### src/can_timing_pkg.sv
// package of the can bit timing block: register map, field positions,
// reset values, segment states and the configuration carrier
// assumes a 16-bit register port and a single clock domain
package can_timing_pkg;

	localparam int unsigned ADDR_W = 4;
	localparam int unsigned DATA_W = 16;

	// register offsets (word index on the plain register port)
	localparam logic [3:0] OFS_TIMING_CONFIG_ONE = 4'h0;
	localparam logic [3:0] OFS_TIMING_CONFIG_TWO = 4'h1;
	localparam logic [3:0] OFS_CONTROL = 4'h2;
	localparam logic [3:0] OFS_STATUS = 4'h3;

	// field positions in timing_config_one
	localparam int unsigned PRESCALER_LSB = 0;
	localparam int unsigned JUMP_WIDTH_LSB = 6;
	// field positions in timing_config_two
	localparam int unsigned PROP_LEN_LSB = 0;
	localparam int unsigned PHASE1_LEN_LSB = 3;
	localparam int unsigned TRIPLE_SAMPLE_BIT = 6;
	localparam int unsigned PHASE2_FREE_BIT = 7;
	localparam int unsigned PHASE2_LEN_LSB = 8;
	// field positions in control
	localparam int unsigned CLOCK_SELECT_BIT = 0;
	// field positions in status
	localparam int unsigned STAT_SEG_LSB = 0;
	localparam int unsigned STAT_BIT_BIT = 2;
	localparam int unsigned STAT_RX_BIT = 3;
	localparam int unsigned STAT_SYNCED_BIT = 4;
	localparam int unsigned STAT_POS_LSB = 5;

	// writable bits of each register, others read as zero
	localparam logic [15:0] CFG_ONE_MASK = 16'h00ff;
	localparam logic [15:0] CFG_TWO_MASK = 16'h07ff;
	localparam logic [15:0] CONTROL_MASK = 16'h0001;

	// values after reset
	localparam logic [15:0] CFG_ONE_RST = 16'h0000;
	localparam logic [15:0] CFG_TWO_RST = 16'h0000;
	localparam logic [15:0] CONTROL_RST = 16'h0000;

	// segment lengths and bit position limit in quanta
	localparam logic [4:0] SYNC_LEN_TQ = 5'h01;
	localparam logic [4:0] PROC_TIME_TQ = 5'h03;
	localparam logic [4:0] MAX_POS_TQ = 5'h1f;
	// module clock divider when the cpu-rate clock is selected
	localparam logic [1:0] CPU_RATE_DIV_LAST = 2'h3;

	typedef enum logic [1:0] {
		SEG_SYNC = 2'b00,
		SEG_PROP = 2'b01,
		SEG_PH1 = 2'b10,
		SEG_PH2 = 2'b11
	} seg_e;

	typedef struct packed {
		logic [5:0] quantum_prescaler;
		logic [1:0] jump_width;
		logic [2:0] prop_segment_len;
		logic [2:0] phase1_len;
		logic [2:0] phase2_len;
		logic phase2_free;
		logic triple_sample_enable;
		logic module_clock_select;
	} timing_cfg_s;

endpackage

### src/can_bit_timing.sv
// can bit timing and synchronisation: quantum prescaler, four-segment bit,
// sample point with optional triple sampling, hard sync and resync
// assumes framing logic supplies bus_idle_i and tx_bit_i on clk_i
// assumes can_rx_i is asynchronous to clk_i
module can_bit_timing
	import can_timing_pkg::*;
(
	input wire logic clk_i,
	input wire logic nrst_i,
	input wire logic [ADDR_W-1:0] addr_i,
	input wire logic [DATA_W-1:0] wdata_i,
	input wire logic wr_i,
	input wire logic rd_i,
	output logic [DATA_W-1:0] rdata_o,
	input wire logic can_rx_i,
	output logic can_tx_o,
	input wire logic tx_bit_i,
	input wire logic bus_idle_i,
	output logic bit_start_o,
	output logic sample_point_o,
	output logic sampled_bit_o,
	output logic hard_sync_o,
	output logic resync_o
);

	// register file
	logic [15:0] timing_config_one;
	logic [15:0] timing_config_two;
	logic [15:0] control;
	logic [15:0] next_timing_config_one;
	logic [15:0] next_timing_config_two;
	logic [15:0] next_control;
	logic [15:0] next_rdata;
	logic [15:0] status;
	timing_cfg_s cfg;

	// receive pin synchroniser and edge detect
	logic rx_meta;
	logic rx_sync;
	logic rx_prev;
	logic falling;

	// bit timing state
	seg_e seg;
	logic [4:0] tq_cnt;
	logic [4:0] bit_pos;
	logic [2:0] ph1_ext;
	logic [2:0] ph2_cut;
	logic synced;
	logic tx_q;
	seg_e next_seg;
	logic [4:0] next_tq_cnt;
	logic [4:0] next_bit_pos;
	logic [2:0] next_ph1_ext;
	logic [2:0] next_ph2_cut;
	logic next_synced;
	logic next_tx;

	// event pulses, all but restart registered onto the outputs
	logic ev_bit_start;
	logic ev_sample;
	logic ev_hard;
	logic ev_resync;
	logic restart;

	// derived lengths in quanta
	logic [4:0] prop_len;
	logic [4:0] ph1_base;
	logic [4:0] ph1_len;
	logic [4:0] ph2_base;
	logic [4:0] ph2_len;
	logic [4:0] sjw_len;
	logic [4:0] seg_len;
	logic [4:0] err_neg;
	logic seg_last;
	logic half_tick;
	logic tq_tick;

	assign cfg.quantum_prescaler = timing_config_one[PRESCALER_LSB +: 6];
	assign cfg.jump_width = timing_config_one[JUMP_WIDTH_LSB +: 2];
	assign cfg.prop_segment_len = timing_config_two[PROP_LEN_LSB +: 3];
	assign cfg.phase1_len = timing_config_two[PHASE1_LEN_LSB +: 3];
	assign cfg.phase2_len = timing_config_two[PHASE2_LEN_LSB +: 3];
	assign cfg.phase2_free = timing_config_two[PHASE2_FREE_BIT];
	assign cfg.triple_sample_enable = timing_config_two[TRIPLE_SAMPLE_BIT];
	assign cfg.module_clock_select = control[CLOCK_SELECT_BIT];

	// register access
	// status is read only; a write to it falls to the default branch
	always_comb begin
		next_timing_config_one = timing_config_one;
		next_timing_config_two = timing_config_two;
		next_control = control;
		if (wr_i) begin
			case (addr_i)
				OFS_TIMING_CONFIG_ONE: begin
					next_timing_config_one = wdata_i & CFG_ONE_MASK;
				end
				OFS_TIMING_CONFIG_TWO: begin
					next_timing_config_two = wdata_i & CFG_TWO_MASK;
				end
				OFS_CONTROL: begin
					next_control = wdata_i & CONTROL_MASK;
				end
				default: begin
					next_control = control;
				end
			endcase
		end
		status = 16'h0000;
		status[STAT_SEG_LSB +: 2] = seg;
		status[STAT_BIT_BIT] = sampled_bit_o;
		status[STAT_RX_BIT] = rx_sync;
		status[STAT_SYNCED_BIT] = synced;
		status[STAT_POS_LSB +: 5] = bit_pos;
		next_rdata = 16'h0000;
		if (rd_i) begin
			case (addr_i)
				OFS_TIMING_CONFIG_ONE: next_rdata = timing_config_one;
				OFS_TIMING_CONFIG_TWO: next_rdata = timing_config_two;
				OFS_CONTROL: next_rdata = control;
				OFS_STATUS: next_rdata = status;
				default: next_rdata = 16'h0000;
			endcase
		end
	end

	always_ff @(posedge clk_i or negedge nrst_i) begin
		if (!nrst_i) begin
			timing_config_one <= CFG_ONE_RST;
			timing_config_two <= CFG_TWO_RST;
			control <= CONTROL_RST;
			rdata_o <= 16'h0000;
		end else begin
			timing_config_one <= next_timing_config_one;
			timing_config_two <= next_timing_config_two;
			control <= next_control;
			rdata_o <= next_rdata;
		end
	end

	// receive pin synchroniser; rx_prev follows the second stage only
	always_ff @(posedge clk_i or negedge nrst_i) begin
		if (!nrst_i) begin
			rx_meta <= 1'b1;
			rx_sync <= 1'b1;
			rx_prev <= 1'b1;
		end else begin
			rx_meta <= can_rx_i;
			rx_sync <= rx_meta;
			rx_prev <= rx_sync;
		end
	end

	assign falling = rx_prev & ~rx_sync;

	tq_prescaler u_prescaler (
		.clk_i(clk_i),
		.nrst_i(nrst_i),
		.restart_i(restart),
		.module_clock_select_i(cfg.module_clock_select),
		.quantum_prescaler_i(cfg.quantum_prescaler),
		.half_tick_o(half_tick),
		.tq_tick_o(tq_tick)
	);

	majority_sampler u_sampler (
		.clk_i(clk_i),
		.nrst_i(nrst_i),
		.rx_i(rx_sync),
		.half_tick_i(half_tick),
		.sample_i(ev_sample),
		.triple_i(cfg.triple_sample_enable),
		.bit_o(sampled_bit_o)
	);

	// segment lengths, each field holding length minus one
	always_comb begin
		prop_len = {2'b00, cfg.prop_segment_len} + 5'h01;
		ph1_base = {2'b00, cfg.phase1_len} + 5'h01;
		ph1_len = ph1_base + {2'b00, ph1_ext};
		sjw_len = {3'b000, cfg.jump_width} + 5'h01;
		if (cfg.phase2_free) begin
			ph2_base = {2'b00, cfg.phase2_len} + 5'h01;
		end else begin
			ph2_base = (ph1_base > PROC_TIME_TQ) ? ph1_base : PROC_TIME_TQ;
		end
		// a cut never takes phase two below one quantum
		ph2_len = (ph2_base > {2'b00, ph2_cut}) ? ph2_base - {2'b00, ph2_cut} : 5'h01;
		case (seg)
			SEG_SYNC: seg_len = SYNC_LEN_TQ;
			SEG_PROP: seg_len = prop_len;
			SEG_PH1: seg_len = ph1_len;
			SEG_PH2: seg_len = ph2_len;
			default: seg_len = SYNC_LEN_TQ;
		endcase
		seg_last = (tq_cnt == seg_len - 5'h01);
		// quanta left until the next sync segment
		err_neg = ph2_len - tq_cnt;
	end

	// segment sequencer and synchronisation
	always_comb begin
		next_seg = seg;
		next_tq_cnt = tq_cnt;
		next_bit_pos = bit_pos;
		next_ph1_ext = ph1_ext;
		next_ph2_cut = ph2_cut;
		next_synced = synced;
		next_tx = tx_q;
		ev_bit_start = 1'b0;
		ev_sample = 1'b0;
		ev_hard = 1'b0;
		ev_resync = 1'b0;
		restart = 1'b0;
		if (tq_tick) begin
			next_tq_cnt = tq_cnt + 5'h01;
			if (bit_pos != MAX_POS_TQ) begin
				next_bit_pos = bit_pos + 5'h01;
			end
			if (seg_last) begin
				next_tq_cnt = 5'h00;
				case (seg)
					SEG_SYNC: next_seg = SEG_PROP;
					SEG_PROP: next_seg = SEG_PH1;
					SEG_PH1: begin
						next_seg = SEG_PH2;
						ev_sample = 1'b1;
					end
					SEG_PH2: begin
						next_seg = SEG_SYNC;
						next_bit_pos = 5'h00;
						next_ph1_ext = 3'h0;
						next_ph2_cut = 3'h0;
						next_synced = 1'b0;
						next_tx = tx_bit_i;
						ev_bit_start = 1'b1;
					end
					default: next_seg = SEG_SYNC;
				endcase
			end
		end
		if (falling && bus_idle_i) begin
			restart = 1'b1;
			ev_hard = 1'b1;
		end else if (falling && !synced) begin
			// edge position in whole quanta, seen two clocks after the pin moves
			ev_resync = 1'b1;
			next_synced = 1'b1;
			case (seg)
				SEG_SYNC: next_synced = 1'b1;
				SEG_PROP, SEG_PH1: begin
					if (bit_pos <= sjw_len) begin
						restart = 1'b1;
					end else begin
						next_ph1_ext = cfg.jump_width + 3'h1;
						if (seg == SEG_PH1 && tq_tick && seg_last) begin
							// stretch lands on the last quantum: stay in phase one, no sample yet
							next_seg = SEG_PH1;
							next_tq_cnt = tq_cnt + 5'h01;
							ev_sample = 1'b0;
						end
					end
				end
				SEG_PH2: begin
					if (err_neg <= sjw_len) begin
						restart = 1'b1;
					end else begin
						next_ph2_cut = cfg.jump_width + 3'h1;
					end
				end
				default: next_synced = 1'b1;
			endcase
		end
		if (restart) begin
			// the edge now lies inside the sync segment of a fresh bit
			next_seg = SEG_SYNC;
			next_tq_cnt = 5'h00;
			next_bit_pos = 5'h00;
			next_ph1_ext = 3'h0;
			next_ph2_cut = 3'h0;
			next_synced = 1'b1;
			next_tx = tx_bit_i;
			ev_bit_start = 1'b1;
			ev_sample = 1'b0;
		end
	end

	always_ff @(posedge clk_i or negedge nrst_i) begin
		if (!nrst_i) begin
			seg <= SEG_SYNC;
			tq_cnt <= 5'h00;
			bit_pos <= 5'h00;
			ph1_ext <= 3'h0;
			ph2_cut <= 3'h0;
			synced <= 1'b0;
			tx_q <= 1'b1;
			bit_start_o <= 1'b0;
			sample_point_o <= 1'b0;
			hard_sync_o <= 1'b0;
			resync_o <= 1'b0;
		end else begin
			seg <= next_seg;
			tq_cnt <= next_tq_cnt;
			bit_pos <= next_bit_pos;
			ph1_ext <= next_ph1_ext;
			ph2_cut <= next_ph2_cut;
			synced <= next_synced;
			tx_q <= next_tx;
			bit_start_o <= ev_bit_start;
			sample_point_o <= ev_sample;
			hard_sync_o <= ev_hard;
			resync_o <= ev_resync;
		end
	end

	assign can_tx_o = tx_q;

endmodule // can_bit_timing

### src/tq_prescaler.sv
// time quantum prescaler: half-quantum and quantum ticks from clk_i
// assumes clk_i is the quadrupled rate; restart_i realigns the quantum
module tq_prescaler
	import can_timing_pkg::*;
(
	input wire logic clk_i,
	input wire logic nrst_i,
	input wire logic restart_i,
	input wire logic module_clock_select_i,
	input wire logic [5:0] quantum_prescaler_i,
	output logic half_tick_o,
	output logic tq_tick_o
);

	logic [1:0] quad_cnt;
	logic [5:0] half_cnt;
	logic half_phase;
	logic [1:0] next_quad_cnt;
	logic [5:0] next_half_cnt;
	logic next_half_phase;
	logic mod_tick;

	always_comb begin
		// module clock is clk_i, or clk_i divided by four when selected
		mod_tick = module_clock_select_i ? (quad_cnt == CPU_RATE_DIV_LAST) : 1'b1;
		half_tick_o = mod_tick && (half_cnt == quantum_prescaler_i);
		tq_tick_o = half_tick_o && half_phase;
		next_quad_cnt = quad_cnt + 2'h1;
		next_half_cnt = half_cnt;
		next_half_phase = half_phase;
		if (mod_tick) begin
			next_half_cnt = half_tick_o ? 6'h00 : half_cnt + 6'h01;
		end
		if (half_tick_o) begin
			next_half_phase = ~half_phase;
		end
		if (restart_i) begin
			next_quad_cnt = 2'h0;
			next_half_cnt = 6'h00;
			next_half_phase = 1'b0;
		end
	end

	always_ff @(posedge clk_i or negedge nrst_i) begin
		if (!nrst_i) begin
			quad_cnt <= 2'h0;
			half_cnt <= 6'h00;
			half_phase <= 1'b0;
		end else begin
			quad_cnt <= next_quad_cnt;
			half_cnt <= next_half_cnt;
			half_phase <= next_half_phase;
		end
	end

endmodule // tq_prescaler

### src/majority_sampler.sv
// bus sampler: one sample, or majority of three taken half a quantum apart
// assumes rx_i is already synchronised to clk_i
module majority_sampler
	import can_timing_pkg::*;
(
	input wire logic clk_i,
	input wire logic nrst_i,
	input wire logic rx_i,
	input wire logic half_tick_i,
	input wire logic sample_i,
	input wire logic triple_i,
	output logic bit_o
);

	logic [1:0] early;
	logic [1:0] next_early;
	logic next_bit;
	logic vote;

	always_comb begin
		next_early = early;
		if (half_tick_i) begin
			next_early = {early[0], rx_i};
		end
		vote = (rx_i & early[0]) | (rx_i & early[1]) | (early[0] & early[1]);
		next_bit = bit_o;
		if (sample_i) begin
			next_bit = triple_i ? vote : rx_i;
		end
	end

	always_ff @(posedge clk_i or negedge nrst_i) begin
		if (!nrst_i) begin
			early <= 2'h3;
			bit_o <= 1'b1;
		end else begin
			early <= next_early;
			bit_o <= next_bit;
		end
	end

endmodule // majority_sampler

### config.mk
export PLATFORM = sky130hd
export DESIGN_NAME = can_bit_timing
export DESIGN_NICKNAME = d
export VERILOG_FILES = /design/src/can_timing_pkg.sv /design/src/can_bit_timing.sv /design/src/tq_prescaler.sv /design/src/majority_sampler.sv
export SDC_FILE = /design/constraint.sdc
export NUM_CORES = 1
export LEC_CHECK = 0
export BUFFER_PORTS_ARGS = -buffer_cell sky130_fd_sc_hd__clkbuf_2
export CAP_MARGIN = 10
export CORE_MARGIN = 2
export CORE_UTILIZATION = 30
export CTS_CLUSTER_DIAMETER = 80
export DETAILED_ROUTE_END_ITERATION = 8
export GPL_TIMING_DRIVEN = 0
export PLACE_DENSITY = 0.45
export RECOVER_POWER = 100
export SLEW_MARGIN = 20
export SYNTH_ARGS = -nofsm -noshare
export SYNTH_HDL_FRONTEND = slang
export SYNTH_SLANG_ARGS = --single-unit
### constraint.sdc
create_clock -name clk_i -period 4.24 [get_ports clk_i]
set_clock_uncertainty 0.1 [all_clocks]
set_input_delay 0.424 -clock clk_i [delete_from_list [all_inputs] [get_ports clk_i]]
set_output_delay 0.424 -clock clk_i [all_outputs]
set_load 0.02 [all_outputs]
======== After elaboration in Yosys (flattened, before gate mapping) ========
Index checks and enable logic that the tools add are counted.
word-level totals
  register bits ........................... 75
  logic and storage cells ................. 160
  output and inout bits ................... 22
  input bits .............................. 27
cells by class
  bitwise gates (word level) .............. 8
  multiplexer cells ....................... 83
  equality and inequality tests ........... 10
  add/subtract/negate cells ............... 13
  reduce and logical (&&, ||, !) cells .... 19
  $lt $le $gt $ge ......................... 4
operators with widths
  kind                                                              number
  5-bit 2-to-1 mux                                                  14
  3-bit 2-to-1 mux                                                  16
  11-bit one-hot mux with 4 select lines                            1
  1-bit 2-to-1 mux                                                  34
  5-bit one-hot mux with 4 select lines                             1
  2-bit 2-to-1 mux                                                  9
  6-bit 2-to-1 mux                                                  3
  3-bit by 1-bit adder with 4-bit output (second input constant)    3
  11-bit 2-to-1 mux                                                 1
  5-bit by 1-bit adder with 5-bit output (second input constant)    2
  5-bit by 3-bit less-or-equal comparator with 1-bit output         2
  2-bit nonzero test                                                5
  4-bit by 2-bit == test with 1-bit output (second input constant)  2
  4-bit 2-to-1 mux                                                  2
  2-bit one-hot mux with 4 select lines                             1
  2-bit by 1-bit adder with 3-bit output (second input constant)    2
  6-bit by 1-bit adder with 6-bit output (second input constant)    1
  2-bit == test (second input constant)                             3
  6-bit == test                                                     1
  1-bit logical AND                                                 6
  2-bit AND reduction                                               3
  4-bit by 3-bit adder with 5-bit output                            1
  5-bit == test                                                     1
  5-bit by 3-bit > comparator with 1-bit output                     1
  17 further kinds                                                  22

======== Depth between registers and ports, before layout ========
  depth in word-level cells ............... 17
  gate-level depth with buffers ........... 23
  depth with buffers taken out ............ 22

======== By module ========
Synthesis repeated with hierarchy kept, for this count alone.
unflattened totals
  cells, all modules ...................... 426
  area total of the unflattened synthesis .. 4271.6 um^2
modules (own cells, without submodules)
  module            sequential area each (um^2)  cells each  times used  area each (um^2)
  can_bit_timing    1456.4                       363         1           3626.0
  tq_prescaler      225.2                        52          1           510.5
  majority_sampler  78.8                         11          1           135.1

======== Worst setup path before layout ========
No wires, ideal clock.
  path type ............................... reg2reg
  start point ............................. register timing_config_two[3]
  end point ............................... register u_prescaler.half_cnt[0]
  cell stages (with the launch flop) ...... 24
  library setup time ...................... 0.121 ns
  data arrival time ....................... 4.429 ns
  path slack .............................. -0.411 ns
  buffers on the path ..................... 2
  period minus slack after synthesis ...... 4.651 ns
  data required time ...................... 4.019 ns
  cell sequence ........................... dfrtp_1 > ha_1 > xor2_1 > nor2_1 > nor2_1 > o21ai_0 > ha_1 > nand3_4 > a21boi_2 > nor2_1 > nor2b_1 > ha_1 > fa_1 > inv_1 > ha_1 > nor2b_1 > o21a_1 > o21ai_0 > o21ai_0 > nor4_2 > or2_2 > buf_2 > buf_2 > nor2_1
between the ends
  longest elaborated chain between the ends .. 13
  elaborated cells between the ends (all ways) .. 15
  those cells by class .................... 3 x add/sub; 3 x order compare; 8 x mux; 1 x reduce/logical
RTL lines
  item                                                                                                                 line                   RTL
  start, declared                                                                                                      can_bit_timing.sv:28   logic [15:0] timing_config_two;
  start signal, assigned                                                                                               can_bit_timing.sv:136  timing_config_two <= next_timing_config_two;
  3-bit by 1-bit adder with 4-bit output (*)                                                                           can_bit_timing.sv:180  ph1_base = {2'b00, cfg.phase1_len} + 5'h01;
  4-bit by 2-bit > comparator with 1-bit output                                                                        can_bit_timing.sv:186  ph2_base = (ph1_base > PROC_TIME_TQ) ? ph1_base : PROC_TIME_TQ;
  4-bit 2-to-1 mux (*)                                                                                                 can_bit_timing.sv:186
  4-bit 2-to-1 mux (*)                                                                                                 can_bit_timing.sv:183  if (cfg.phase2_free) begin
  5-bit by 3-bit subtractor with 5-bit output / 5-bit by 3-bit > comparator with 1-bit output (equally long branches)  can_bit_timing.sv:189  ph2_len = (ph2_base > {2'b00, ph2_cut}) ? ph2_base - {2'b00, ph2_cut} : 5'h01;
  5-bit 2-to-1 mux (*)                                                                                                 can_bit_timing.sv:189
  5-bit subtractor (*)                                                                                                 can_bit_timing.sv:199  err_neg = ph2_len - tq_cnt;
  5-bit by 3-bit less-or-equal comparator with 1-bit output (*)                                                        can_bit_timing.sv:266  if (err_neg <= sjw_len) begin
  1-bit 2-to-1 mux (*)                                                                                                 can_bit_timing.sv:266
  1-bit one-hot mux with 2 select lines (*)                                                                            can_bit_timing.sv:250  case (seg)
  1-bit 2-to-1 mux (*)                                                                                                 can_bit_timing.sv:246  end else if (falling && !synced) begin
  1-bit 2-to-1 mux (*)                                                                                                 can_bit_timing.sv:243  if (falling && bus_idle_i) begin
  6-bit 2-to-1 mux / 2-bit nonzero test (equally long branches)                                                        --
  end signal, assigned                                                                                                 tq_prescaler.sv:51     half_cnt <= next_half_cnt;
  end, declared                                                                                                        tq_prescaler.sv:16     logic [5:0] half_cnt;
Mark *: on every way between the ends. The rest lies on a longest branch, timed or not.
A chain may end at the register's enable or synchronous reset.

======== Worst setup path after layout ========
  start point ............................. register timing_config_two[3]
  end point ............................... register tx_q (netlist: can_tx_o)
between the ends
  longest elaborated chain between the ends .. 14
  elaborated cells between the ends (all ways) .. 22
  those cells by class .................... 5 x add/sub; 3 x order compare; 1 x eq/ne; 9 x mux; 4 x reduce/logical
RTL lines
  item                                                                                                                 line                   RTL
  3-bit by 1-bit adder with 4-bit output (*)                                                                           can_bit_timing.sv:180
  4-bit by 2-bit > comparator with 1-bit output                                                                        can_bit_timing.sv:186
  4-bit 2-to-1 mux                                                                                                     can_bit_timing.sv:186
  4-bit 2-to-1 mux                                                                                                     can_bit_timing.sv:183
  5-bit by 3-bit subtractor with 5-bit output / 5-bit by 3-bit > comparator with 1-bit output (equally long branches)  can_bit_timing.sv:189
  5-bit 2-to-1 mux                                                                                                     can_bit_timing.sv:189
  5-bit subtractor                                                                                                     can_bit_timing.sv:199
  5-bit by 3-bit less-or-equal comparator with 1-bit output                                                            can_bit_timing.sv:266
  1-bit 2-to-1 mux                                                                                                     can_bit_timing.sv:266
  1-bit one-hot mux with 2 select lines                                                                                can_bit_timing.sv:250
  1-bit 2-to-1 mux                                                                                                     can_bit_timing.sv:246
  1-bit 2-to-1 mux                                                                                                     can_bit_timing.sv:243
  2-bit nonzero test (no line)                                                                                         --
  3-bit AND reduction (no line)                                                                                        --
  end signal, assigned                                                                                                 can_bit_timing.sv:309  tx_q <= next_tx;
  end, declared                                                                                                        can_bit_timing.sv:50   logic tx_q;
Marks and branches as above.

==> out/qor.txt <==
final net count: 600
failing checks: negative setup slack
number of synthesized register bits: 70
Sw Share: 0.379
layout cell share with drive strength beyond 1: 0.335
deepest clock path buffer count: 2
initial antenna violation count: 0
Setup WS post-layout: -0.270 ns
most used cell, CP: nor2_4
kind of critical path: register to register
busiest grt layer: met2
Buf/Inv on CP: 5
Post-synth EDFFs: 0
asr flop ratio synth: 1.00
met3 Resource Use GR: 0.0287
DP HPWL: 9.32 mm
DR vias: 3763
cell area after synthesis: 4530 sq um
Max stage delay on crit path: 0.49 ns
Place WS: -0.804 ns
Hold WC Path Type: primary input to register
Main synth FF type: dfrtp_1
Via density: 5.15
Final Max Slew Viols: 0
drt first pass iters: 4
Die ar.: 16100 sq um
met1 Usage GRT: 0.212
YS warnings: 0
status: complete, but fails checks
num ports: 49
Root Buffer: clkbuf_16
Crit. End Element: register
Initial Utilization: 0.310
average size of a mapped cell: 9.77 sq um
routability congestion estimate: 0.838
Max IR drop VDD: 263 uV
clk sinks: 70
clock network fraction of total power: 0.245
minimum clock period: 4.51 ns
placed inst area: 5050 sq um
GRT met2 Usage: 0.279
setup_tns: -6.70 ns
clock-pin slew on the worst setup and hold paths: 0.06 ns
Worst Setup Start Kind: register
final setup fails: 32
number of placed cells counting well taps: 691
# diodes: 0
Die H: 127 um
row cnt: 44
RSZ-0062 raised after global routing: yes
Worst Path Required: 4.40 ns
Core ar.: 14600 sq um
Reg2Reg Setup Slack: -0.27 ns
Final period util: 1.06
CP max-delay cell: fa_1
Final Hold Slack: 0.0751 ns
total power: 3.07 mW
signal arrival time at the worst endpoint: 4.67 ns
CTS buffer count: 9
post-route design area: 5950 sq um
global-route wire length before repair: 20.6 mm
Post-route DRC: 0
Mapped Cells: 464
max cap viols: 0
Combinational Power Share: 0.460
final wirelength: 12.8 mm
sequential power share: 0.295
final hold viol count: 0
Leak Pwr: 2.53 nW
P_int: 1.91 mW
TritonCTS clock tree: yes
Net Switching: 1.16 mW
Antenna Nets Post-Route: 0
GRT Total Usage: 0.164
actual slew at the worst max-slew pin: 1.30 ns
largest net degree at the start of global routing: 52
synth unique cells: 69
WL/cell: 17.5 um
CP delay by family, top: adder cells
clk_lat worst skew: 0.33 ns
Final Util: 0.406
Max Clock Freq: 0.222 GHz
CTS H-tree lvls: 3
sequential cell area fraction in the yosys report: 0.388
grt total ovfl: 0
vias in the first global route: 3930
most frequent cells in the layout: 60 x dfrtp_1, 31 x nor2_1, 30 x inv_1
non-filler cells, final: 730
die width: 127 um
PortBufs: 38
DR iter-0 viols: 193
Rel. slew slack: 0.135
PD cells: 516 nW/um^2
commonest non-fill, non-tap cell in the layout: dfrtp_1
worst-path fanout max: 8
critical-path cell list: ha_4 -> xor2_4 -> nor2_1 -> a21oi_1 -> ha_1 -> buf_6 -> nand3b_1 -> a21boi_4 -> nor2_4 -> buf_12 -> nor2_4 -> inv_2 -> fa_1 -> inv_2 -> ha_4 -> nor2b_4 -> o21a_1 -> o21ai_2 -> o21ai_4 -> nor4_4 -> buf_4 -> nor2_4 -> o41ai_4 -> mux2_4
Layout area overhead: 31.2%
## logic make-up (layout without fill, tap and decap cells)
kind of cell             after synthesis  after routing  synth area share
AO/OA/AOI/OAI                         89             89             0.147
multiplexers                          35             35            0.0875
AND/OR/NAND/NOR                      162            162             0.187
flip-flops                            70             70             0.388
other                                  1              5          0.000827
adder cells (fa/ha/maj)               32             32            0.0933
buffers and inverters                 52            130            0.0519
XOR/XNOR                              23             23            0.0444
## worst reg2reg max path, stage by stage (launching register included)
cell	delay, ns
dfrtp_2	0.45
ha_4	0.19
xor2_4	0.15
nor2_1	0.09
a21oi_1	0.05
ha_1	0.29
buf_6	0.14
nand3b_1	0.15
a21boi_4	0.20
nor2_4	0.07
buf_12	0.12
nor2_4	0.12
inv_2	0.06
fa_1	0.49
inv_2	0.05
ha_4	0.21
nor2b_4	0.12
o21a_1	0.18
o21ai_2	0.20
o21ai_4	0.11
nor4_4	0.22
buf_4	0.18
nor2_4	0.06
o41ai_4	0.09
mux2_4	0.33
## synthesized netlist by cell type (5+ instances only)
cell       count  area, sq um
inv_1         32          120
xnor2_1       14          123
nand2_1       24         90.1
and3_1         8         50.1
a21oi_1       25          125
nor2_1        47          176
dfrtp_1       63         1580
mux2i_1       10          100
o2111ai_1      8         70.1
dfstp_2        7          184
nor3_1         6         30.0
nand3_1       32          160
ha_1          29          363
o21ai_0       17         85.1
nand4_1        9         56.3
buf_2          5         25.0
mux2_2        22          248
xor2_1         9         78.8
nor2b_1       10         62.6
o32ai_1        6         52.6
clkbuf_1       7         26.3
buf_4          5         37.5
## power groups by stage
stage               clock, mW  sequential, mW  combinational [mW]
finish                  0.752           0.906                1.41
global placement            0           0.918                1.03
floorplan                   0           0.884               0.816
detailed placement          0           0.920                1.06
CTS                     0.775           0.905                1.21
global route            0.812           0.925                1.58
## area by class of cell
type                       instances  area [sq um]
tap                              184           230
fill                            1487          8690
multi-input combinational        346          2970
buffer                            20           150
timing repair buffer              62           412
sequential                        70          1760
clock buffer                      10           239
clock inverter                     6          61.3
inverter                          32           120
## registers in the layout, indices dropped and copies added, names as in the netlist, 2 cells and up
register	flops
seg	2
ph2_cut	3
timing_config_one	8
u_sampler.early	2
rdata_o	11
ph1_ext	3
u_prescaler.half_cnt	6
timing_config_two	11
tq_cnt	5
bit_pos	5
u_prescaler.quad_cnt	2
## metal layers
metal  up-vias  share of wire
li1       1810              -
met1      1867           0.45
met2        65           0.49
met3        21          0.032
met4         0          0.025
met5         -              0
## what timing repair did
| item | CTS | global route |
|---|---|---|
| cloned | 2 | 1 |
| hold buffers | 1 | 0 |
| hold endpoints to repair | 15 | 0 |
| setup buffers | 15 | 6 |
| pin swaps | 18 | 26 |
| gates resized for setup | 36 | 56 |
| endpoints found under the setup margin | 32 | 32 |
## final timing paths
kind,start,end,cells after the start
min in group asynchronous,nrst_i,bit_pos[0],2
max in group asynchronous,nrst_i,timing_config_two[4],3
worst min register to register,rx_meta,rx_sync,0
worst max register to register,timing_config_two[3],can_tx_o,24
worst min-delay path,can_rx_i,rx_meta,1
worst max-delay path,timing_config_two[3],can_tx_o,24
(Power assumes the default switching activity.)
